`config.mk`:
```
export PLATFORM = sky130hd
export DESIGN_NAME = core_map_config_flat
export DESIGN_NICKNAME = d
export VERILOG_FILES = /design/src/verilog/core_map_pkg.sv /design/src/verilog/core_map_link.sv /design/src/verilog/core_map_config.sv /design/src/verilog/window_bank.sv /design/src/flat_wrapper.sv
export VERILOG_INCLUDE_DIRS = /design/src /design/src/verilog
export SDC_FILE = /design/constraint.sdc
export NUM_CORES = 1
export LEC_CHECK = 0
export ABC_AREA = 0
export BUFFER_PORTS_ARGS = -buffer_cell sky130_fd_sc_hd__clkbuf_2
export CAP_MARGIN = 10
export CORE_ASPECT_RATIO = 1.5
export CORE_MARGIN = 2
export CORE_UTILIZATION = 32
export DETAILED_ROUTE_END_ITERATION = 6
export PLACE_DENSITY = 0.81
export SLEW_MARGIN = 20
export SYNTH_ARGS = -nofsm -noshare
export SYNTH_HDL_FRONTEND = slang
export SYNTH_SLANG_ARGS = --single-unit
```
`constraint.sdc`:
```
create_clock -name clk -period 2.8 [get_ports clk]
set_input_delay 0.28 -clock clk [delete_from_list [all_inputs] [get_ports clk]]
set_output_delay 0.28 -clock clk [all_outputs]
set_load 0.01 [all_outputs]
```
`src/verilog/core_map_map.svh`:
```
`ifndef CORE_MAP_MAP_SVH
`define CORE_MAP_MAP_SVH

// ****************************************
// Address space geometry
// ****************************************
`define ADDR_W            32
`define WIN_COUNT         8
`define WIN_ALIGN_BITS    6
`define REGION_SPAN_BITS  28
`define REGION_SEL_BITS   4
`define KB_SHIFT          10
`define KB_FIELD_W        10

// ****************************************
// Requester register port
// ****************************************
`define HOST_REG_AW       8
`define HOST_REG_ADDR     8'h00
`define HOST_REG_CMD      8'h04
`define HOST_REG_STATUS   8'h08
`define HOST_ADDR_RESET   32'h0000_0000
`define CMD_FETCH_BIT     0
`define CMD_LS_BIT        1
`define ST_BUSY_BIT       0
`define ST_FETCH_OK_BIT   1
`define ST_LS_OK_BIT      2
`define ST_FETCH_DONE_BIT 3
`define ST_LS_DONE_BIT    4
`define ST_CACHE_ON_BIT   5
`define ST_CACHE_ECC_BIT  6
`define ST_FETCH_TGT_LSB  8
`define ST_LS_TGT_LSB     12
`define ST_CACHE_KB_LSB   16

`endif

```
`src/verilog/core_map_pkg.sv`:
```
`include "core_map_map.svh"

package core_map_pkg;

  typedef logic [`ADDR_W-1:0] addr_t;

  // Where an address lands; one-hot
  typedef enum logic [3:0]
  {
    tgt_ext      = 4'h1,
    tgt_insn_mem = 4'h2,
    tgt_data_mem = 4'h4,
    tgt_irq_regs = 4'h8
  } target_t;

  typedef enum logic [1:0]
  {
    st_idle = 2'h1,
    st_wait = 2'h2
  } host_state_t;

  // Window match: mask-selected low bits forced to one on both sides
  function automatic logic window_hit(addr_t addr, addr_t base, addr_t mask);
    return (addr | mask) == (base | mask);
  endfunction

  // Address inside [start, start + size)
  function automatic logic block_hit(addr_t addr, addr_t start, addr_t size);
    return (addr >= start) && ((addr - start) < size);
  endfunction

  // Smallest power of two not below v
  function automatic addr_t ceil_pow2(addr_t v);
    addr_t p;
    p = addr_t'(1);
    for (int i = 0; i < `ADDR_W - 1; i++)
    begin
      if (p < v)
        p = p << 1;
    end
    return p;
  endfunction

endpackage

```
`src/verilog/core_map_link.sv`:
```
`timescale 1ns/1ps
`include "core_map_map.svh"

// ****************************************
// Requester to address map link
// ****************************************
interface core_map_link;
  logic                  fetch_valid;
  core_map_pkg::addr_t   fetch_addr;
  logic                  ls_valid;
  core_map_pkg::addr_t   ls_addr;
  logic                  fetch_done;
  logic                  fetch_ok;
  core_map_pkg::target_t fetch_target;
  logic                  ls_done;
  logic                  ls_ok;
  core_map_pkg::target_t ls_target;
  logic                  cache_present;
  logic                  cache_ecc;
  logic [`KB_FIELD_W-1:0] cache_size_kb;

  modport map_end
  (
    input  fetch_valid, fetch_addr, ls_valid, ls_addr,
    output fetch_done, fetch_ok, fetch_target, ls_done, ls_ok, ls_target,
    output cache_present, cache_ecc, cache_size_kb
  );

  modport requester_end
  (
    output fetch_valid, fetch_addr, ls_valid, ls_addr,
    input  fetch_done, fetch_ok, fetch_target, ls_done, ls_ok, ls_target,
    input  cache_present, cache_ecc, cache_size_kb
  );
endinterface

```
`src/verilog/core_map_config.sv`:
```
// The strobed register port and the address map were decided locally.
`timescale 1ns/1ps
`include "core_map_map.svh"

// How it works
// - Window bases have six zero low bits
// - Window masks have six one low bits
// - Mask ones contiguous from least significant bit
// - Base and mask never share set bit
// - Eight fetch windows, each with enable
// - Eight independent load/store windows
// - Blocks start at multiple of own size
// - Odd sizes align to next power two
// - Blocks never overlap nor cross regions
// - Start is region base plus offset
// - Optional insn memory, 4 to 512 KB
// - Data memory sizes include 48 KB
// - Optional insn cache, 16 to 256 KB
// - Cache protection: zero parity, one ECC
// - Interrupt register block, 32 to 256 KB

module core_map_config
#(
  parameter logic [`WIN_COUNT-1:0]              FETCH_WINDOW_ENABLE     = '0,
  parameter logic [`WIN_COUNT-1:0][`ADDR_W-1:0] FETCH_WINDOW_BASE       = '0,
  parameter logic [`WIN_COUNT-1:0][`ADDR_W-1:0] FETCH_WINDOW_MASK       = '1,
  parameter logic [`WIN_COUNT-1:0]              LOADSTORE_WINDOW_ENABLE = '0,
  parameter logic [`WIN_COUNT-1:0][`ADDR_W-1:0] LOADSTORE_WINDOW_BASE   = '0,
  parameter logic [`WIN_COUNT-1:0][`ADDR_W-1:0] LOADSTORE_WINDOW_MASK   = '1,
  parameter int unsigned                        INSN_MEMORY_PRESENT     = 1,
  parameter int unsigned                        INSN_MEMORY_REGION      = 14,
  parameter int unsigned                        INSN_MEMORY_OFFSET      = 'h000e_0000,
  parameter int unsigned                        INSN_MEMORY_SIZE_KB     = 64,
  parameter int unsigned                        DATA_MEMORY_REGION      = 15,
  parameter int unsigned                        DATA_MEMORY_OFFSET      = 'h0004_0000,
  parameter int unsigned                        DATA_MEMORY_SIZE_KB     = 64,
  parameter int unsigned                        INSN_CACHE_PRESENT      = 1,
  parameter int unsigned                        INSN_CACHE_SIZE_KB      = 16,
  parameter int unsigned                        INSN_CACHE_PROTECTION_SELECT = 0,
  parameter int unsigned                        IRQ_REGS_REGION         = 15,
  parameter int unsigned                        IRQ_REGS_OFFSET         = 'h00c0_0000,
  parameter int unsigned                        IRQ_REGS_SIZE_KB        = 32
)
(
  input  wire logic clk,
  input  wire logic resetn,
  core_map_link.map_end link,
  output logic      fetch_fault,
  output logic      ls_fault
);

  typedef core_map_pkg::addr_t addr_t;

  // ****************************************
  // Block placement
  // ****************************************

  localparam addr_t REGION_SPAN = addr_t'(1) << `REGION_SPAN_BITS;

  // Start addresses: region base plus byte offset
  localparam addr_t IMEM_START = (addr_t'(INSN_MEMORY_REGION) << `REGION_SPAN_BITS)
                                 + addr_t'(INSN_MEMORY_OFFSET);
  localparam addr_t DMEM_START = (addr_t'(DATA_MEMORY_REGION) << `REGION_SPAN_BITS)
                                 + addr_t'(DATA_MEMORY_OFFSET);
  localparam addr_t IRQ_START  = (addr_t'(IRQ_REGS_REGION) << `REGION_SPAN_BITS)
                                 + addr_t'(IRQ_REGS_OFFSET);

  localparam addr_t IMEM_SIZE = addr_t'(INSN_MEMORY_SIZE_KB) << `KB_SHIFT;
  localparam addr_t DMEM_SIZE = addr_t'(DATA_MEMORY_SIZE_KB) << `KB_SHIFT;
  localparam addr_t IRQ_SIZE  = addr_t'(IRQ_REGS_SIZE_KB) << `KB_SHIFT;

  // Alignment granule: size rounded up to a power of two
  localparam addr_t IMEM_ALIGN = core_map_pkg::ceil_pow2(IMEM_SIZE);
  localparam addr_t DMEM_ALIGN = core_map_pkg::ceil_pow2(DMEM_SIZE);
  localparam addr_t IRQ_ALIGN  = core_map_pkg::ceil_pow2(IRQ_SIZE);

  localparam logic IMEM_ON = (INSN_MEMORY_PRESENT == 1);

  // ****************************************
  // Build argument checks
  // ****************************************

  // Value ranges of each build argument
  if (INSN_MEMORY_PRESENT > 1)
    $error("insn memory enable must be 0 or 1");
  if (!(INSN_MEMORY_SIZE_KB inside {4, 8, 16, 32, 64, 128, 256, 512}))
    $error("illegal insn memory size");
  if (!(DATA_MEMORY_SIZE_KB inside {4, 8, 16, 32, 48, 64, 128, 256, 512}))
    $error("illegal data memory size");
  if (INSN_CACHE_PRESENT > 1)
    $error("insn cache enable must be 0 or 1");
  if (!(INSN_CACHE_SIZE_KB inside {16, 32, 64, 128, 256}))
    $error("illegal insn cache size");
  if (INSN_CACHE_PROTECTION_SELECT > 1)
    $error("cache protection select must be 0 or 1");
  if (!(IRQ_REGS_SIZE_KB inside {32, 64, 128, 256}))
    $error("illegal interrupt register block size");
  if ((INSN_MEMORY_REGION >= (1 << `REGION_SEL_BITS))
      || (DATA_MEMORY_REGION >= (1 << `REGION_SEL_BITS))
      || (IRQ_REGS_REGION >= (1 << `REGION_SEL_BITS)))
    $error("region index out of range");

  // Natural alignment of each offset
  if ((addr_t'(INSN_MEMORY_OFFSET) & (IMEM_ALIGN - addr_t'(1))) != '0)
    $error("insn memory offset misaligned");
  if ((addr_t'(DATA_MEMORY_OFFSET) & (DMEM_ALIGN - addr_t'(1))) != '0)
    $error("data memory offset misaligned");
  if ((addr_t'(IRQ_REGS_OFFSET) & (IRQ_ALIGN - addr_t'(1))) != '0)
    $error("interrupt register offset misaligned");

  // Each block stays inside its own region
  if (IMEM_ON && ((INSN_MEMORY_OFFSET >= REGION_SPAN)
      || (addr_t'(INSN_MEMORY_OFFSET) + IMEM_SIZE > REGION_SPAN)))
    $error("insn memory crosses a region boundary");
  if ((DATA_MEMORY_OFFSET >= REGION_SPAN)
      || (addr_t'(DATA_MEMORY_OFFSET) + DMEM_SIZE > REGION_SPAN))
    $error("data memory crosses a region boundary");
  if ((IRQ_REGS_OFFSET >= REGION_SPAN)
      || (addr_t'(IRQ_REGS_OFFSET) + IRQ_SIZE > REGION_SPAN))
    $error("interrupt registers cross a region boundary");

  // Pairwise overlap
  if (IMEM_ON && (IMEM_START < DMEM_START + DMEM_SIZE)
      && (DMEM_START < IMEM_START + IMEM_SIZE))
    $error("insn memory overlaps data memory");
  if (IMEM_ON && (IMEM_START < IRQ_START + IRQ_SIZE)
      && (IRQ_START < IMEM_START + IMEM_SIZE))
    $error("insn memory overlaps interrupt registers");
  if ((DMEM_START < IRQ_START + IRQ_SIZE)
      && (IRQ_START < DMEM_START + DMEM_SIZE))
    $error("data memory overlaps interrupt registers");

  // ****************************************
  // Window banks
  // ****************************************

  logic fetch_allowed;
  logic ls_allowed;

  // Fetch and load/store windows are fully separate banks
  window_bank
  #(
    .ENABLE (FETCH_WINDOW_ENABLE),
    .BASE   (FETCH_WINDOW_BASE),
    .MASK   (FETCH_WINDOW_MASK)
  )
  u_fetch_windows
  (
    .addr    (link.fetch_addr),
    .allowed (fetch_allowed)
  );

  window_bank
  #(
    .ENABLE (LOADSTORE_WINDOW_ENABLE),
    .BASE   (LOADSTORE_WINDOW_BASE),
    .MASK   (LOADSTORE_WINDOW_MASK)
  )
  u_loadstore_windows
  (
    .addr    (link.ls_addr),
    .allowed (ls_allowed)
  );

  // ****************************************
  // Target decode
  // ****************************************

  core_map_pkg::target_t fetch_tgt;
  core_map_pkg::target_t ls_tgt;

  // Fetch reaches only the insn memory or the outside bus
  always_comb
  begin
    if (IMEM_ON && core_map_pkg::block_hit(link.fetch_addr, IMEM_START, IMEM_SIZE))
      fetch_tgt = core_map_pkg::tgt_insn_mem;
    else
      fetch_tgt = core_map_pkg::tgt_ext;
  end

  // Data side: tightly coupled data first, then interrupt registers
  always_comb
  begin
    if (core_map_pkg::block_hit(link.ls_addr, DMEM_START, DMEM_SIZE))
      ls_tgt = core_map_pkg::tgt_data_mem;
    else if (core_map_pkg::block_hit(link.ls_addr, IRQ_START, IRQ_SIZE))
      ls_tgt = core_map_pkg::tgt_irq_regs;
    else
      ls_tgt = core_map_pkg::tgt_ext;
  end

  // ****************************************
  // Registered answers
  // ****************************************

  // Fetch answer one cycle after the request
  always_ff @(posedge clk)
  begin
    if (!resetn)
    begin
      link.fetch_done   <= 1'b0;
      link.fetch_ok     <= 1'b0;
      link.fetch_target <= core_map_pkg::tgt_ext;
      fetch_fault       <= 1'b0;
    end
    else
    begin
      link.fetch_done <= link.fetch_valid;
      fetch_fault     <= link.fetch_valid && !fetch_allowed;
      if (link.fetch_valid)
      begin
        link.fetch_ok     <= fetch_allowed;
        link.fetch_target <= fetch_tgt;
      end
    end
  end

  // Load/store answer one cycle after the request
  always_ff @(posedge clk)
  begin
    if (!resetn)
    begin
      link.ls_done   <= 1'b0;
      link.ls_ok     <= 1'b0;
      link.ls_target <= core_map_pkg::tgt_ext;
      ls_fault       <= 1'b0;
    end
    else
    begin
      link.ls_done <= link.ls_valid;
      ls_fault     <= link.ls_valid && !ls_allowed;
      if (link.ls_valid)
      begin
        link.ls_ok     <= ls_allowed;
        link.ls_target <= ls_tgt;
      end
    end
  end

  // Cache build options, held constant after reset
  always_ff @(posedge clk)
  begin
    if (!resetn)
    begin
      link.cache_present <= 1'b0;
      link.cache_ecc     <= 1'b0;
      link.cache_size_kb <= '0;
    end
    else
    begin
      link.cache_present <= (INSN_CACHE_PRESENT == 1);
      link.cache_ecc     <= (INSN_CACHE_PROTECTION_SELECT == 1);
      link.cache_size_kb <= (INSN_CACHE_PRESENT == 1)
                            ? `KB_FIELD_W'(INSN_CACHE_SIZE_KB) : '0;
    end
  end

endmodule

```
`src/verilog/window_bank.sv`:
```
`timescale 1ns/1ps
`include "core_map_map.svh"

// ****************************************
// Bank of eight protection windows
// ****************************************
module window_bank
#(
  parameter logic [`WIN_COUNT-1:0]             ENABLE = '0,
  parameter logic [`WIN_COUNT-1:0][`ADDR_W-1:0] BASE   = '0,
  parameter logic [`WIN_COUNT-1:0][`ADDR_W-1:0] MASK   = '1
)
(
  input  wire core_map_pkg::addr_t addr,
  output logic                     allowed
);

  localparam core_map_pkg::addr_t LOW_ONES = (`ADDR_W'(1) << `WIN_ALIGN_BITS) - `ADDR_W'(1);

  // Build-time sanity of every window, enabled or not
  for (genvar w = 0; w < `WIN_COUNT; w++)
  begin : g_chk
    if ((BASE[w] & LOW_ONES) != '0)
      $error("window base not on 64-byte boundary");
    if ((MASK[w] & LOW_ONES) != LOW_ONES)
      $error("window mask low six bits not all ones");
    if (((MASK[w] + `ADDR_W'(1)) & MASK[w]) != '0)
      $error("window mask ones not contiguous from bit zero");
    if ((BASE[w] & MASK[w]) != '0)
      $error("window base and mask share a set bit");
  end

  // No window enabled means nothing is fenced off
  always_comb
  begin
    allowed = (ENABLE == '0);
    for (int w = 0; w < `WIN_COUNT; w++)
    begin
      if (ENABLE[w] && core_map_pkg::window_hit(addr, BASE[w], MASK[w]))
        allowed = 1'b1;
    end
  end

endmodule

```
`src/flat_wrapper.sv`:
```
// flat-port wrapper written by rule: the top's interface ports become plain ports
module core_map_config_flat 
#(
  parameter logic [`WIN_COUNT-1:0]              FETCH_WINDOW_ENABLE     = '0,
  parameter logic [`WIN_COUNT-1:0][`ADDR_W-1:0] FETCH_WINDOW_BASE       = '0,
  parameter logic [`WIN_COUNT-1:0][`ADDR_W-1:0] FETCH_WINDOW_MASK       = '1,
  parameter logic [`WIN_COUNT-1:0]              LOADSTORE_WINDOW_ENABLE = '0,
  parameter logic [`WIN_COUNT-1:0][`ADDR_W-1:0] LOADSTORE_WINDOW_BASE   = '0,
  parameter logic [`WIN_COUNT-1:0][`ADDR_W-1:0] LOADSTORE_WINDOW_MASK   = '1,
  parameter int unsigned                        INSN_MEMORY_PRESENT     = 1,
  parameter int unsigned                        INSN_MEMORY_REGION      = 14,
  parameter int unsigned                        INSN_MEMORY_OFFSET      = 'h000e_0000,
  parameter int unsigned                        INSN_MEMORY_SIZE_KB     = 64,
  parameter int unsigned                        DATA_MEMORY_REGION      = 15,
  parameter int unsigned                        DATA_MEMORY_OFFSET      = 'h0004_0000,
  parameter int unsigned                        DATA_MEMORY_SIZE_KB     = 64,
  parameter int unsigned                        INSN_CACHE_PRESENT      = 1,
  parameter int unsigned                        INSN_CACHE_SIZE_KB      = 16,
  parameter int unsigned                        INSN_CACHE_PROTECTION_SELECT = 0,
  parameter int unsigned                        IRQ_REGS_REGION         = 15,
  parameter int unsigned                        IRQ_REGS_OFFSET         = 'h00c0_0000,
  parameter int unsigned                        IRQ_REGS_SIZE_KB        = 32
)
  (clk, resetn, fetch_fault, ls_fault, link_fetch_valid, link_fetch_addr, link_ls_valid, link_ls_addr, link_fetch_done, link_fetch_ok, link_fetch_target, link_ls_done, link_ls_ok, link_ls_target, link_cache_present, link_cache_ecc, link_cache_size_kb);
  core_map_link link_i ();
  input  wire logic clk;
  input  wire logic resetn;
  output logic fetch_fault;
  output logic ls_fault;
  input wire logic [$bits(link_i.fetch_valid)-1:0] link_fetch_valid;
  input wire logic [$bits(link_i.fetch_addr)-1:0] link_fetch_addr;
  input wire logic [$bits(link_i.ls_valid)-1:0] link_ls_valid;
  input wire logic [$bits(link_i.ls_addr)-1:0] link_ls_addr;
  output wire logic [$bits(link_i.fetch_done)-1:0] link_fetch_done;
  output wire logic [$bits(link_i.fetch_ok)-1:0] link_fetch_ok;
  output wire logic [$bits(link_i.fetch_target)-1:0] link_fetch_target;
  output wire logic [$bits(link_i.ls_done)-1:0] link_ls_done;
  output wire logic [$bits(link_i.ls_ok)-1:0] link_ls_ok;
  output wire logic [$bits(link_i.ls_target)-1:0] link_ls_target;
  output wire logic [$bits(link_i.cache_present)-1:0] link_cache_present;
  output wire logic [$bits(link_i.cache_ecc)-1:0] link_cache_ecc;
  output wire logic [$bits(link_i.cache_size_kb)-1:0] link_cache_size_kb;
  assign link_i.fetch_valid = link_fetch_valid;
  assign link_i.fetch_addr = link_fetch_addr;
  assign link_i.ls_valid = link_ls_valid;
  assign link_i.ls_addr = link_ls_addr;
  assign link_fetch_done = link_i.fetch_done;
  assign link_fetch_ok = link_i.fetch_ok;
  assign link_fetch_target = link_i.fetch_target;
  assign link_ls_done = link_i.ls_done;
  assign link_ls_ok = link_i.ls_ok;
  assign link_ls_target = link_i.ls_target;
  assign link_cache_present = link_i.cache_present;
  assign link_cache_ecc = link_i.cache_ecc;
  assign link_cache_size_kb = link_i.cache_size_kb;
  core_map_config #(.FETCH_WINDOW_ENABLE(FETCH_WINDOW_ENABLE), .FETCH_WINDOW_BASE(FETCH_WINDOW_BASE), .FETCH_WINDOW_MASK(FETCH_WINDOW_MASK), .LOADSTORE_WINDOW_ENABLE(LOADSTORE_WINDOW_ENABLE), .LOADSTORE_WINDOW_BASE(LOADSTORE_WINDOW_BASE), .LOADSTORE_WINDOW_MASK(LOADSTORE_WINDOW_MASK), .INSN_MEMORY_PRESENT(INSN_MEMORY_PRESENT), .INSN_MEMORY_REGION(INSN_MEMORY_REGION), .INSN_MEMORY_OFFSET(INSN_MEMORY_OFFSET), .INSN_MEMORY_SIZE_KB(INSN_MEMORY_SIZE_KB), .DATA_MEMORY_REGION(DATA_MEMORY_REGION), .DATA_MEMORY_OFFSET(DATA_MEMORY_OFFSET), .DATA_MEMORY_SIZE_KB(DATA_MEMORY_SIZE_KB), .INSN_CACHE_PRESENT(INSN_CACHE_PRESENT), .INSN_CACHE_SIZE_KB(INSN_CACHE_SIZE_KB), .INSN_CACHE_PROTECTION_SELECT(INSN_CACHE_PROTECTION_SELECT), .IRQ_REGS_REGION(IRQ_REGS_REGION), .IRQ_REGS_OFFSET(IRQ_REGS_OFFSET), .IRQ_REGS_SIZE_KB(IRQ_REGS_SIZE_KB)) u_core (.clk(clk), .resetn(resetn), .link(link_i), .fetch_fault(fetch_fault), .ls_fault(ls_fault));
endmodule
```
# Yosys cells after proc, flatten, opt, wreduce, memory -nomap -nowiden
# Cells that the tools add are included.
# word_totals
reg_bits	18
# classes
addsub	3
magnitude_cmp	6
mux	5
reduce_logical	3
# op_table
cell	n
>= comparator 32 bit, second input constant	3
subtractor 32 bit, second input constant	3
< comparator 32 x 17 -> 1 bit, second input constant	2
< comparator 32 x 16 -> 1 bit, second input constant	1
two-way mux 4 bit	2
two-way mux 5 bit	1
logical AND 1 bit	3
two-way mux 2 bit	1
two-way mux 1 bit	1

# Longest topological paths before layout
# logic_depth
ltp_word	5
mapped_depth	5

# Hierarchy
# From an unflattened synthesis, not the netlist that was laid out.
# unflattened
hier_cells	81
hier_area_um2	703.2
# modules_own_cells
mod	instances	cells_each	area_per_inst_um2	seq_area_each_um2
core_map_config	1	77	680.7	240.2
window_bank	2	2	11.3	0.0

# Worst setup path after synthesis
# Ideal clock, no wire load.
# synth_timing
path_kind	input port to flip-flop
startpoint	input link_fetch_addr[17]
endpoint	register u_core.link.fetch_target[0]
arrival_ps	1378
path_slack_ps	1289
cell_stages	5
path_cell_list	ha_1 > nor4b_2 > o211ai_1 > a2111oi_2 > a21oi_1
# synth_via
elab_chain_cells	4
elab_cells_between_ends	5
# synth_lines
item	line_no	rtl
start, declared	flat_wrapper.sv:31	input wire logic [$bits(link_i.fetch_addr)-1:0] link_fetch_addr;
subtractor 32 bit	core_map_pkg.sv:29	return (addr >= start) && ((addr - start) < size);
< comparator 32 x 17 -> 1 bit	core_map_pkg.sv:29	
logical AND 1 bit *	core_map_pkg.sv:29	
two-way mux 2 bit *	core_map_config.sv:175	if (IMEM_ON && core_map_pkg::block_hit(link.fetch_addr, IMEM_START, IMEM_SIZE))
end signal, assigned	core_map_config.sv:203	link.fetch_target <= core_map_pkg::tgt_ext;
end signal, assigned	core_map_config.sv:213	link.fetch_target <= fetch_tgt;
end, declared	core_map_link.sv:25	output fetch_done, fetch_ok, fetch_target, ls_done, ls_ok, ls_target,
# Mark *: on every way between the ends. The rest lies on a longest branch, timed or not.
# A chain may end at the register's enable or synchronous reset.

# Worst setup path in the final report
# Same ends and word-level chain as after synthesis.

==> qor.yml <==
yosys_register_bits: 10
finalHoldViolCount: 0
synth_top_cell_by_area: "sky130_fd_sc_hd__dfxtp_1"
post_synthesis_instance_area_um2: 724
post_dp_cell_area_um2: 921
gr-total-overflow: 0
ys_async_sr_fraction_pct: 0
clk_pin_slew_worst_paths_ns: 0.06
routed_wl_um: 1810
antenna_found_initial: 0
fin_crit_ns: 1.55
synth_cells: 84
finalSetupTns_ns: 0
syn_to_final_growth_pct: 32.1
design.core.area_mm2: 0.00218
post-cts-setup-buffer-count: 0
design_area_um2: 957
drtIter0Drc: 3
tritoncts: "yes"
total_via_count_after_detailed_routing: 777
worst_ir_drop_vdd_v: 0.000186
placementRows: 21
drc_violation_count_after_routing: 0
diodes: 0
r2r_setup_slack_ns: 2.07
cts_root_cell: "sky130_fd_sc_hd__clkbuf_4"
clock_sinks: 10
cts_resized: 0
cts.htree.levels: 1
reg2regPathDepth: 2
ant_nets: 0
crit_path_top_delay_cell: "sky130_fd_sc_hd__a2111oi_2"
max_capacitance_violation_total: 0
maxClockFrequency_ghz: 0.644
gpl.final_weighted_congestion: 0.917
min_path_cells: 1
crit_required_ns: 2.93
worst_hold_startpoint: "resetn"
yosys.cell_types.count: 34
crit_path_start_kind: "input pin"
routedWlPerCell_um: 11.6
grt.total_usage_pct: 14.6
synth_enable_flop_cells: 0
timing.critical_path.cells: "clkbuf_2 -> ha_1 -> a2111oi_2 -> xor2_1 -> a2111oi_2 -> a21oi_1"
cp_top_family: "compound AO/OA/AOI/OAI gates"
grt_start_max_net_pins: 11
fp.dieH_um: 62.3
cells_taking_the_most_area_after_synthesis: "sky130_fd_sc_hd__dfxtp_1, sky130_fd_sc_hd__buf_4, sky130_fd_sc_hd__a2111oi_2, sky130_fd_sc_hd__a21boi_0, sky130_fd_sc_hd__and4_1"
critPathBufInv: 1
leakagePower_nw: 0.470
initial_core_util_pct: 33.2
die_width_um: 42.9
min_to: "u_core.link.cache_size_kb[4]"
design.final.nets: 203
seq_area_frac_synth_pct: 27.6
dr.pass1.iters: 4
critical_path.reg2reg.startpoint: "u_core.link.fetch_target[1]"
unrepaired_setup_endpoints_after_global_routing: "false"
multi_input_comb_area_um2: 449
worstSkewPairLatency_ns: 0.26
dominantRegCellSynth: "sky130_fd_sc_hd__dfxtp_1"
timing.hold.worst.class: "input pin to flip-flop"
port-buffer-count: 47
cp_slowest_stage_delay_ns: 0.42
outcome: "complete, no violations"
sequential_cell_area_um2: 200
finalSetupViolations: 0
non_filler_cells_in_the_finished_layout: 156
worst-path-max-fanout: 5
power_density_mw_per_mm2: 372
cp-end-kind: "flip-flop"
fill_cells: 237
synth.top_cell.area_share_pct: 27.6
hold_slack_ns: 0.249
cts_buffers: 3
post_route_cells_drive_above_1_share_pct: 41.4
yosys_warnings: 0
period_utilization_post_route_pct: 55.5
crit-reg2reg-capture: "u_core.link.fetch_target[1]"
cell_repeated_most_along_the_worst_path: "sky130_fd_sc_hd__a2111oi_2"
first_global_vias: 794
drv_slew: 0
cts_max_path_buffers: 2
die_area_mm2: 0.00267
path_class: "input pin to flip-flop"
post_drt_via_cell_ratio: 4.98
fin_skew_ns: 0
critical_path_arrival_ns: 1.68
ioPinCount: 94
dpl.cell_count: 152
wire_length_of_the_first_global_routing_pass_um: 3020
avgSynthCellArea_um2: 8.62
ctsHoldBuffers: 0
dp_hpwl_um: 1610
## flip-flops by register name, summed over array words and instances, names as in the netlist
signal	cells
u_core.link.fetch_ok	1
u_core.link.fetch_target	2
u_core.link.ls_ok	1
u_core.link.fetch_done	1
u_core.link.cache_size_kb	1
u_core.link.ls_target	3
u_core.link.ls_done	1
## Yosys cell counts (2+ instances only)
cell type                   number
sky130_fd_sc_hd__a21oi_1         2
sky130_fd_sc_hd__and2_1          3
sky130_fd_sc_hd__nand2b_1        2
sky130_fd_sc_hd__inv_1           2
sky130_fd_sc_hd__and4_1          3
sky130_fd_sc_hd__dfxtp_1        10
sky130_fd_sc_hd__o21a_1          2
sky130_fd_sc_hd__buf_4          16
sky130_fd_sc_hd__nand4_1         2
sky130_fd_sc_hd__nor2_1          4
sky130_fd_sc_hd__a2111oi_2       2
sky130_fd_sc_hd__nand2_1         6
sky130_fd_sc_hd__a21boi_0        4
sky130_fd_sc_hd__nor4_1          2
sky130_fd_sc_hd__nor3b_1         2
sky130_fd_sc_hd__nor3_1          3
sky130_fd_sc_hd__a211oi_1        2
## area by class of cell
| cell class | count | area share, % |
|---|---|---|
| multi-input combinational | 70 | 46.9 |
| timing repair buffer | 47 | 24.6 |
| sequential | 10 | 20.9 |
| clock buffer | 4 | 3.79 |
| tap | 23 | 3.01 |
| inverter | 2 | 0.784 |
## metal layers
layer  global-route usage (%)  part of all wire [%]  vias to the layer above
li1                         -                     -                      380
met1                     12.7                    31                      338
met2                     28.0                    55                       53
met3                     2.33                    11                        6
met4                     10.2                   3.4                        0
met5                        0                     0                        -
## worst register-to-register path, stage by stage, from the launching register on
cell                      delay, ns
sky130_fd_sc_hd__dfxtp_1       0.31
sky130_fd_sc_hd__and3b_1       0.17
sky130_fd_sc_hd__a21o_1        0.15
## kinds of logic (layout without fill, tap and decap cells)
group / Yosys count / after routing / synth area share, %
simple gates: 34 / 34 / 29.9
buf+inv: 18 / 53 / 17.6
xor+xnor: 1 / 1 / 1.21
fa+ha+maj: 1 / 1 / 1.73
flops: 10 / 10 / 27.6
compound gates: 19 / 19 / 21.4
other cells: 1 / 15 / 0.518
## placed cells by master (no fill, tap or decap), drive strengths merged
cell / n
nor3b: 2
and2: 3
nand3: 1
and4: 3
a21oi: 2
nor4b: 1
nor3: 4
nor2b: 1
inv: 2
o211ai: 1
and3b: 1
a21boi: 4
a2111oi: 2
nand2b: 2
a41oi: 1
and3: 1
nor4: 2
nand4b: 1
xor2: 1
nor2: 4
conb: 15
o2111ai: 1
clkbuf: 51
o32a: 1
o21ai: 1
a211oi: 2
a21o: 1
o31ai: 1
o21a: 2
nand4: 2
nand2: 6
ha: 1
dfxtp: 10
## how the worst max path moves through the flow
stage | startpoint | end | cells after the start
after CTS | link_fetch_addr[17] | u_core.link.fetch_target[0] | 6
after global routing | link_fetch_addr[17] | u_core.link.fetch_target[0] | 6
final | link_fetch_addr[17] | u_core.link.fetch_target[0] | 6
after detailed placement | link_fetch_addr[17] | u_core.link.fetch_target[0] | 6
after global placement | link_fetch_addr[17] | u_core.link.fetch_target[0] | 6
after floorplan | link_fetch_addr[17] | u_core.link.fetch_target[0] | 5
## metrics by stage
step | worst slack (ns) | util [%] | total power, W
floorplan | 1.29 | - | 0.000203
global placement | 1.07 | 42.2 | 0.000229
detailed placement | 0.954 | 42.2 | 0.000233
CTS | 1.23 | 43.9 | 0.000363
global route | 1.16 | 43.9 | 0.000379
finish | 1.25 | 43.9 | 0.000356
## power breakdown
group / internal [W] / total [W] / switching, W
logic: 0.0000349 / 0.0000802 / 0.0000453
clock network: 0.0000788 / 0.000126 / 0.0000476
registers: 0.000147 / 0.000149 / 0.00000201
Power figures use the tool's default switching activity.
